--- config.mk ---
export PLATFORM = sky130hd
export DESIGN_NAME = dclkm_top
export DESIGN_NICKNAME = d
export VERILOG_FILES = /design/src/pkg/dclkm_pkg.sv /design/src/dclkm_top.sv
export SDC_FILE = /design/constraint.sdc
export NUM_CORES = 2
export LEC_CHECK = 0
export BUFFER_PORTS_ARGS = -buffer_cell sky130_fd_sc_hd__buf_2
export CAP_MARGIN = 0
export CELL_PAD_IN_SITES_DETAIL_PLACEMENT = 0
export CELL_PAD_IN_SITES_GLOBAL_PLACEMENT = 1
export CORE_MARGIN = 2
export CORE_UTILIZATION = 51
export DETAILED_ROUTE_END_ITERATION = 8
export PLACE_DENSITY_LB_ADDON = 0.05
export SYNTH_ARGS = -nofsm -noshare
export SYNTH_HDL_FRONTEND = slang
export SYNTH_SLANG_ARGS = --single-unit
--- constraint.sdc ---
create_clock -name clk -period 15.3 [get_ports clk]
set_clock_uncertainty 0.15 [all_clocks]
set_input_delay 1.53 -clock clk [delete_from_list [all_inputs] [get_ports clk]]
set_output_delay 1.53 -clock clk [all_outputs]
set_load 0.005 [all_outputs]
--- src/pkg/dclkm_pkg.sv ---
// Constants and carrier types for the digital clock manager model.
// Assumes a single 50 MHz system clock; all pins are sampled on it.
package dclkm_pkg;
	// ----------------------------------------------------------------
	// Timing
	// ----------------------------------------------------------------
	localparam int CLK_NS       = 20;
	localparam int STOP_NS      = 20000;
	localparam int STOP_CYC     = (STOP_NS + CLK_NS - 1) / CLK_NS;
	localparam int LOCK_PERIODS = 4;
	localparam int STEP_LAT     = 4;
	localparam int FB_TOL       = 2;
	// ----------------------------------------------------------------
	// Phase and synthesis
	// ----------------------------------------------------------------
	localparam int PHASE_SH      = 8;
	localparam int PHASE_MAX     = 255;
	localparam logic [7:0] M_DEF = 8'h04;
	localparam logic [7:0] D_DEF = 8'h01;
	// Divide factor is coded in half steps: 3 = 1.5, 32 = 16
	localparam logic [5:0] DIV2_MIN  = 6'h03;
	localparam logic [5:0] DIV2_HMAX = 6'h10;
	localparam logic [5:0] DIV2_IMIN = 6'h12;
	localparam logic [5:0] DIV2_MAX  = 6'h20;
	localparam logic [5:0] DIV2_DEF  = 6'h04;
	// ----------------------------------------------------------------
	// Carriers
	// ----------------------------------------------------------------
	typedef struct packed {
		logic              hf_mode;
		logic              var_mode;
		logic              fb_used;
		logic              wait_lock;
		logic [5:0]        divide_factor;
		logic [7:0]        mult_m;
		logic [7:0]        div_d;
		logic signed [8:0] phase_init;
	} dclkm_cfg_t;
	typedef struct packed {
		logic spare;
		logic synth_stopped;
		logic ref_stopped;
		logic ps_overflow;
	} dclkm_status_t;
endpackage

--- src/dclkm_top.sv ---
// Digital clock manager, sampled model on the system clock.
// Assumes ref, feedback and step pins are synchronous to clk.
`timescale 1ns/100ps
module dclkm_top #(
	parameter int PW         = 16,
	parameter int FINE_RANGE = 255,
	parameter int STOP_LIM   = dclkm_pkg::STOP_CYC
) (
	input  wire logic                  clk,
	input  wire logic                  rst_n,
	input  wire logic                  ref_clock_in,
	input  wire logic                  feedback_clock_in,
	input  wire dclkm_pkg::dclkm_cfg_t cfg,
	input  wire logic                  step_clock,
	input  wire logic                  step_enable,
	input  wire logic                  step_direction,
	output logic                       step_done,
	output logic                       locked,
	output dclkm_pkg::dclkm_status_t   status,
	output logic                       config_release,
	output logic                       out_phase_zero,
	output logic                       out_phase_quarter,
	output logic                       out_phase_half,
	output logic                       out_phase_three_quarter,
	output logic                       doubled_out,
	output logic                       doubled_inverse_out,
	output logic                       divided_out,
	output logic                       synth_out,
	output logic                       synth_inverse_out
);
	import dclkm_pkg::*;

	if (PW < 4 || FINE_RANGE > PHASE_MAX || FINE_RANGE < 1 ||
	    STOP_LIM < 2 || STOP_LIM >= 2**PW) begin : g_bad_param
		$error("dclkm_top: unsupported parameters");
	end

	function automatic logic rise(input logic now, input logic prev);
		return now & ~prev;
	endfunction

	// ----------------------------------------------------------------
	// Reference period measurement and lock
	// ----------------------------------------------------------------
	logic          ref_p_r, fb_p_r, sclk_p_r;
	logic [PW-1:0] cnt_r, cnt_nxt, per_r, per_nxt;
	logic [2:0]    stab_r, stab_nxt;
	logic          fbok_r, fbok_nxt, lock_nxt, rstop_nxt;
	logic          per_ok;
	logic [PW-1:0] sp;
	logic          ref_rise, fb_rise;

	assign ref_rise = rise(ref_clock_in, ref_p_r);
	assign fb_rise  = rise(feedback_clock_in, fb_p_r);

	always_comb begin
		cnt_nxt  = cnt_r;
		per_nxt  = per_r;
		stab_nxt = stab_r;
		fbok_nxt = fbok_r;
		if (cnt_r != PW'(STOP_LIM))
			cnt_nxt = cnt_r + 1'b1;
		if (ref_rise) begin
			cnt_nxt = '0;
			per_nxt = cnt_r + 1'b1;
			if (per_nxt != per_r || cnt_r == PW'(STOP_LIM))
				stab_nxt = '0;
			else if (stab_r != 3'(LOCK_PERIODS))
				stab_nxt = stab_r + 1'b1;
		end
		rstop_nxt = (cnt_r == PW'(STOP_LIM));
		if (rstop_nxt)
			stab_nxt = '0;
		// De-skew check: feedback edge must land at the shifted zero point
		if (fb_rise)
			fbok_nxt = (sp < PW'(FB_TOL)) || (sp > per_r - PW'(FB_TOL));
		if (stab_nxt == '0)
			fbok_nxt = 1'b0;
		per_ok   = (stab_r == 3'(LOCK_PERIODS)) && !rstop_nxt;
		lock_nxt = per_ok && (fbok_r || !cfg.fb_used);
	end

	always_ff @(posedge clk) begin
		if (!rst_n) begin
			ref_p_r  <= 1'b0;
			fb_p_r   <= 1'b0;
			sclk_p_r <= 1'b0;
			cnt_r    <= '0;
			per_r    <= '0;
			stab_r   <= '0;
			fbok_r   <= 1'b0;
		end else begin
			ref_p_r  <= ref_clock_in;
			fb_p_r   <= feedback_clock_in;
			sclk_p_r <= step_clock;
			cnt_r    <= cnt_nxt;
			per_r    <= per_nxt;
			stab_r   <= stab_nxt;
			fbok_r   <= fbok_nxt;
		end
	end

	// ----------------------------------------------------------------
	// Fine phase value and variable-mode stepping
	// ----------------------------------------------------------------
	logic signed [8:0] ph_r, ph_nxt, ph_try;
	logic [2:0]        bcnt_r, bcnt_nxt;
	logic              dir_r, dir_nxt, init_r, init_nxt;
	logic              ovf_r, ovf_nxt, done_r, done_nxt;
	logic [8:0]        lim;
	logic              take, srise;

	assign srise = rise(step_clock, sclk_p_r);
	assign take  = srise && step_enable && cfg.var_mode && init_r &&
	               bcnt_r == '0;
	// Variable mode centres zero skew, so only half the line each way
	assign lim   = cfg.var_mode ? 9'(FINE_RANGE / 2) : 9'(FINE_RANGE);

	always_comb begin
		ph_nxt   = ph_r;
		bcnt_nxt = bcnt_r;
		dir_nxt  = dir_r;
		init_nxt = 1'b1;
		ovf_nxt  = ovf_r;
		done_nxt = done_r;
		ph_try   = step_direction ? ph_r + 9'sd1 : ph_r - 9'sd1;
		if (!init_r || !cfg.var_mode) begin
			// Fixed value set at configuration, clamped to the line
			if (cfg.phase_init > $signed(lim))
				ph_nxt = $signed(lim);
			else if (cfg.phase_init < -$signed(lim))
				ph_nxt = -$signed(lim);
			else
				ph_nxt = cfg.phase_init;
		end
		if (srise)
			done_nxt = 1'b0;
		if (take) begin
			bcnt_nxt = 3'(STEP_LAT);
			dir_nxt  = step_direction;
		end else if (bcnt_r != '0) begin
			bcnt_nxt = bcnt_r - 1'b1;
		end
		if (bcnt_r == 3'h1) begin
			ph_try = dir_r ? ph_r + 9'sd1 : ph_r - 9'sd1;
			if (ph_try > $signed(lim) || ph_try < -$signed(lim)) begin
				ovf_nxt = 1'b1;
			end else begin
				ph_nxt  = ph_try;
				ovf_nxt = 1'b0;
			end
			done_nxt = 1'b1;
		end
	end

	always_ff @(posedge clk) begin
		if (!rst_n) begin
			ph_r   <= '0;
			bcnt_r <= '0;
			dir_r  <= 1'b0;
			init_r <= 1'b0;
			ovf_r  <= 1'b0;
			done_r <= 1'b0;
		end else begin
			ph_r   <= ph_nxt;
			bcnt_r <= bcnt_nxt;
			dir_r  <= dir_nxt;
			init_r <= init_nxt;
			ovf_r  <= ovf_nxt;
			done_r <= done_nxt;
		end
	end

	// ----------------------------------------------------------------
	// Shifted position within the reference period
	// ----------------------------------------------------------------
	logic signed [PW+9:0] prod;
	logic signed [PW+1:0] pos_s;

	always_comb begin
		prod  = ph_r * $signed({1'b0, per_r});
		pos_s = $signed({2'b00, cnt_r}) +
		        (PW+2)'(prod >>> PHASE_SH);
		if (pos_s < 0)
			pos_s = pos_s + $signed({2'b00, per_r});
		else if (pos_s >= $signed({2'b00, per_r}))
			pos_s = pos_s - $signed({2'b00, per_r});
		sp = PW'(pos_s);
	end

	// ----------------------------------------------------------------
	// Divided and synthesized clocks
	// ----------------------------------------------------------------
	logic [5:0]    f2;
	logic [PW+5:0] dv_r, dv_nxt, dv_len, dv_hi;
	logic [7:0]    mm, dd;
	logic [PW+8:0] acc_r, acc_nxt, thr;
	logic [PW-1:0] sidle_r, sidle_nxt;
	logic          sy_r, sy_nxt, sstop_nxt;

	always_comb begin
		f2 = cfg.divide_factor;
		if (!((f2 >= DIV2_MIN && f2 <= DIV2_HMAX) ||
		      (f2 >= DIV2_IMIN && f2 <= DIV2_MAX && !f2[0])))
			f2 = DIV2_DEF;
		dv_len = (PW+6)'(({{PW{1'b0}}, f2} * {6'h00, per_r}) >> 1);
		if (cfg.hf_mode && f2[0])
			dv_hi = (PW+6)'(({{PW{1'b0}}, f2 - 6'h01} *
			        {6'h00, per_r}) >> 2);
		else
			dv_hi = dv_len >> 1;
		dv_nxt = (dv_r + 1'b1 >= dv_len) ? '0 : dv_r + 1'b1;
		if (ref_rise && dv_r == '0)
			dv_nxt = '0;
		// Unset M or D falls back to the defaults
		mm  = (cfg.mult_m == '0) ? M_DEF : cfg.mult_m;
		dd  = (cfg.div_d == '0) ? D_DEF : cfg.div_d;
		thr = (PW+9)'({{PW{1'b0}}, dd} * {8'h00, per_r});
		acc_nxt   = acc_r + (PW+9)'({mm, 1'b0});
		sy_nxt    = sy_r;
		sidle_nxt = (sidle_r == PW'(STOP_LIM)) ? sidle_r : sidle_r + 1'b1;
		if (stab_r == '0) begin
			acc_nxt = '0;
		end else if (acc_nxt >= thr) begin
			acc_nxt   = acc_nxt - thr;
			sy_nxt    = !sy_r;
			sidle_nxt = '0;
		end
		sstop_nxt = (sidle_r == PW'(STOP_LIM));
	end

	always_ff @(posedge clk) begin
		if (!rst_n) begin
			dv_r    <= '0;
			acc_r   <= '0;
			sy_r    <= 1'b0;
			sidle_r <= '0;
		end else begin
			dv_r    <= dv_nxt;
			acc_r   <= acc_nxt;
			sy_r    <= sy_nxt;
			sidle_r <= sidle_nxt;
		end
	end

	// ----------------------------------------------------------------
	// Registered outputs
	// ----------------------------------------------------------------
	logic [PW-1:0] q1, q2, q3;
	logic          lf_ok;

	assign q2    = per_r >> 1;
	assign q1    = per_r >> 2;
	assign q3    = q1 + q2;
	assign lf_ok = per_ok && !cfg.hf_mode;

	always_ff @(posedge clk) begin
		if (!rst_n) begin
			locked                  <= 1'b0;
			config_release          <= 1'b0;
			status                  <= '0;
			step_done               <= 1'b0;
			out_phase_zero          <= 1'b0;
			out_phase_quarter       <= 1'b0;
			out_phase_half          <= 1'b0;
			out_phase_three_quarter <= 1'b0;
			doubled_out             <= 1'b0;
			doubled_inverse_out     <= 1'b0;
			divided_out             <= 1'b0;
			synth_out               <= 1'b0;
			synth_inverse_out       <= 1'b0;
		end else begin
			locked         <= lock_nxt;
			config_release <= !cfg.wait_lock || lock_nxt;
			status         <= '{spare: 1'b0, synth_stopped: sstop_nxt,
			                    ref_stopped: rstop_nxt,
			                    ps_overflow: ovf_nxt};
			step_done      <= done_nxt;
			// Coarse phases from the fine-shifted position
			// Clocks run once the period is stable, so feedback from them can lock
			out_phase_zero          <= per_ok && sp < q2;
			out_phase_half          <= per_ok && sp >= q2;
			out_phase_quarter       <= lf_ok && sp >= q1 && sp < q3;
			out_phase_three_quarter <= lf_ok && (sp < q1 || sp >= q3);
			doubled_out         <= lf_ok && (sp < q1 ||
			                       (sp >= q2 && sp < q3));
			doubled_inverse_out <= lf_ok && !(sp < q1 ||
			                       (sp >= q2 && sp < q3));
			divided_out       <= per_ok && dv_nxt < dv_hi;
			synth_out         <= per_ok && sy_nxt;
			synth_inverse_out <= per_ok && !sy_nxt;
		end
	end

	// ----------------------------------------------------------------
	// Assertions
	// ----------------------------------------------------------------
	localparam int STEP_WAIT = STEP_LAT + 1;
endmodule

==> results list <==
- Post-layout nets: approximately 4000
- For this configuration, the core starts out at a cell density of between 50 and 60%.
- The tree is rooted in a sky130_fd_sc_hd__clkbuf_16.
- The run finished with clean final reports.
- Wl on met1: ~35000 µm
- The number of global-route vias before repair is ~23000.
- STA puts the critical path data arrival time at 12.94 ns.
- After global routing the overflow that remains totals 0.
- Sum of met3 wire segment lengths after detailed routing: between 4000 and 5000 µm
- For this run, the slowest stage of the critical path takes roughly 0.97 ns.
- From left edge to right edge, the die measures between 200 and 250 µm.
- Area Overhead vs Synth: 5.777%
* Most frequent cells in the layout: sky130_fd_sc_hd__inv_1, sky130_fd_sc_hd__ha_1, sky130_fd_sc_hd__nand2_1
- Wire length of the first global-routing pass: about 120000 µm
* Worst setup timing slack at the placement stage: about 2.6 ns
- The critical path is of the reg -> reg type.
* Worst Tran Pin Value: 1.255 ns
- Top flip-flop cell by instance count after synthesis: sky130_fd_sc_hd__dfxtp_1
- The count of final hold-check violations came to 0.
* Number of buffers inserted for hold repair after clock tree synthesis: 0
* Synthesis warning total: 0
- Antenna-violating nets left: 0
- The post-route netlist has 5.079% of its cells at a drive strength greater than 1.
- Synthesis-stage register bit count: around 130
* Setup repair after global routing missed its margin: no
- The startpoint identified for the worst register-to-register timing path is per_r[6].
- Hold is met by 0.3320 ns.
- Number of slew-limit violations in the final report: 0
* Wire length reported by the detailed router: slightly below 80000 µm
- Antenna violations before repair: 4
* Cell count after synthesis: about 3300
- Maximum number of pins on one net before global-route repair: 33
- Drt initial violations: 1403
* Register-to-Register Path Depth: between 40 and 50
* Average cell area after synthesis: slightly above 8 µm²
- In the final timing run, aggregate negative setup slack is 0 ns.
- Pre-antenna DRT Iters: 5
- Remaining routing DRC violations: 0
- Post-route core utilization: between 50% and 60%
- TritonCTS clock tree: built
- At the end of routability-driven placement, the weighted congestion stood at roughly 0.9.
- Input and output buffers added on the ports amount to 56.
- Post-CTS clock slew at the launch and capture registers of the worst setup and hold paths: 0.06 ns
- After detailed routing, the average wire length per cell comes to around 19 µm.
- Setup crit start kind: flip-flop
* Area of the core: 52550 µm²
- Derived from the worst setup path, the maximum achievable clock frequency is around 80 MHz.
* Worst R2R Setup Slack: between 2 and 3 ns
- In this run the number of H-tree levels came out at 4.
* Vert. Die Dim: between 200 and 250 µm
- Most common library cell in the layout ignoring fill and taps: sky130_fd_sc_hd__inv_1
* Required time at the endpoint of the critical path: around 16 ns
- The worst register-to-register path ends at fbok_r.
- The critical path ends at fbok_r.
* Ratio of routed vias to standard cells: 5.694
- The analysis attributes to cell leakage a power of around 15 nW.
* Clock Sink Count: roughly 130
- Sequential-to-total area share from yosys stat: under 10%
* Slowest cell on crit path: sky130_fd_sc_hd__a21oi_1
* Netlist cell types: 87
- In this run the power density over the cells is 106.8 nW/µm².
- Cell count after placement: slightly below 4000
- Summing all non-filler instances in the final layout gives an area of roughly 29000 µm².
- Summing all placed instances gives a cell area of about 28000 µm².
- The number of gates resized after CTS was 0.
- Non-Filler Instances: ~4000
- After detailed routing, no signal wire sits above met4.
* Post-synth ARST share: 0%
- Global Route Usage Sum: between 20% and 30%
- Number of enable flip-flop cells after synthesis: 0
- Share of the clock period used by the worst path: about 83%
- In this run the worst setup path begins at per_r[6].
* Post-layout worst setup margin: 2.564 ns
- In this run the tightest slew margin relative to its limit is 16.35%.
- Deepest clock path buffer count: 2
- Worst Setup End Kind: flip-flop
* DR vias: between 20000 and 25000
- Setup bufs post-CTS: 0
* Maximum vdd ir drop: ~0.00029 V
- The design draws approximately 3 mW.
- Total clock buffers created by CTS: 17
- Clock period minus worst slack: about 13 ns
- The clock reaches the later pin of the worst-skew pair after between 0.4 and 0.5 ns.
- Number of rows in the core area: between 80 and 90
* Met2 wire length: 36420 µm
- Max-capacitance violation count: 0
- Combined area of all synthesized cells: 27070 µm²
- The filler cells instantiated in the layout total approximately 5000.
- After legalization and detailed placement, the total HPWL measured 59970 µm.
- For this design the top-level I/O count stands at 58.
- Maximum fanout count along the critical path: 22
* Area of the die: approximately 55000 µm²
- The min-delay analysis places its worst path in the category reg -> reg.
- Setup violations remaining at the end of the flow were counted as 0.
[report_power, final]
| group | internal, mW | leakage, nW | switching (mW) |
|---|---|---|---|
| clock network | 0.241 | 0.277 | 0.180 |
| registers | 0.383 | 1.07 | 0.0566 |
| logic | 0.936 | 13.3 | 1.26 |
[synthesized netlist by cell type (all sizes together) (6+ instances only)]
| cell type | n | share of area [%] |
|---|---|---|
| dfxtp | 132 | 9.8 |
| a21oi | 185 | 3.5 |
| nor2b | 37 | 0.85 |
| xnor2 | 136 | 4.4 |
| mux2 | 18 | 0.75 |
| ha | 398 | 18 |
| o211ai | 14 | 0.39 |
| a211oi | 21 | 0.60 |
| o21bai | 40 | 1.1 |
| inv | 414 | 5.7 |
| or2 | 8 | 0.18 |
| nand2b | 47 | 1.1 |
| or4 | 6 | 0.19 |
| a221oi | 6 | 0.19 |
| nor4 | 21 | 0.51 |
| clkbuf | 109 | 1.5 |
| buf | 13 | 0.24 |
| nand3 | 59 | 1.1 |
| o21a | 23 | 0.64 |
| xor2 | 82 | 2.7 |
| a21o | 62 | 1.7 |
| mux2i | 29 | 1.1 |
| fa | 303 | 22 |
| nor2 | 270 | 3.7 |
| a21boi | 10 | 0.28 |
| a31oi | 10 | 0.23 |
| nand2 | 342 | 4.8 |
| o21ai | 65 | 1.2 |
| o211a | 6 | 0.22 |
| or3 | 15 | 0.35 |
| nand4 | 35 | 0.81 |
| o22ai | 36 | 0.85 |
| o31ai | 9 | 0.27 |
| nor3 | 58 | 1.1 |
| a22oi | 8 | 0.22 |
| and3 | 31 | 0.72 |
| and2 | 157 | 3.6 |
[cell type report]
type	count	area (µm²)	share of cell area, %
antenna	1	2.502	0.008738
clock buffer	18	429.2	1.499
clock inverter	14	153.9	0.5374
inverter	417	1565	5.466
multi-input combinational	2640	22470	78.46
sequential	132	2643	9.228
tap	688	860.8	3.006
timing repair buffer	87	513.0	1.791
[registers in the layout (all words and copies together) (netlist names), 3 cells and up]
name / count
acc_r: 25
dv_r: 22
cnt_r: 16
per_r: 16
sidle_r: 16
ph_r: 9
bcnt_r: 3
stab_r: 3
status: 3
[worst min path at each step]
stage                         start   endpoint  slack (ns)  depth (start not counted)
after global routing         fbok_r     locked        0.35                          2
final                        fbok_r     locked        0.33                          2
after CTS                    fbok_r     locked        0.34                          2
after global placement    step_done  step_done        0.33                          2
after floorplan              fbok_r     locked        0.29                          2
after detailed placement  step_done  step_done        0.33                          2
[critical path: cells and delay by family (launching register included)]
kind | cells | cell delay [ns]
buffers and inverters | 4 | 0.57
and+or+nand+nor | 8 | 1.30
AOI/OAI and AO/OA | 22 | 5.64
xor gates and xnor gates | 2 | 0.28
DFF | 1 | 0.68
adders and majority gates | 9 | 3.95
[cell families after synthesis]
logic type                 share of synthesized area, %
muxes                                             1.867
and+or+nand+nor                                   19.69
AOI/OAI and AO/OA                                 13.27
other                                           0.02774
buffers and inverters                             7.533
DFF                                               9.761
adders and majority gates                         40.80
xor gates and xnor gates                          7.052
[metal layers]
layer / global-route usage, % / up-vias
met5: 0 / -
met4: 7.940 / 0
met3: 4.949 / 87
met2: 48.78 / 555
met1: 38.61 / 11210
li1: - / 10910
Power figures use the tool's default switching activity.
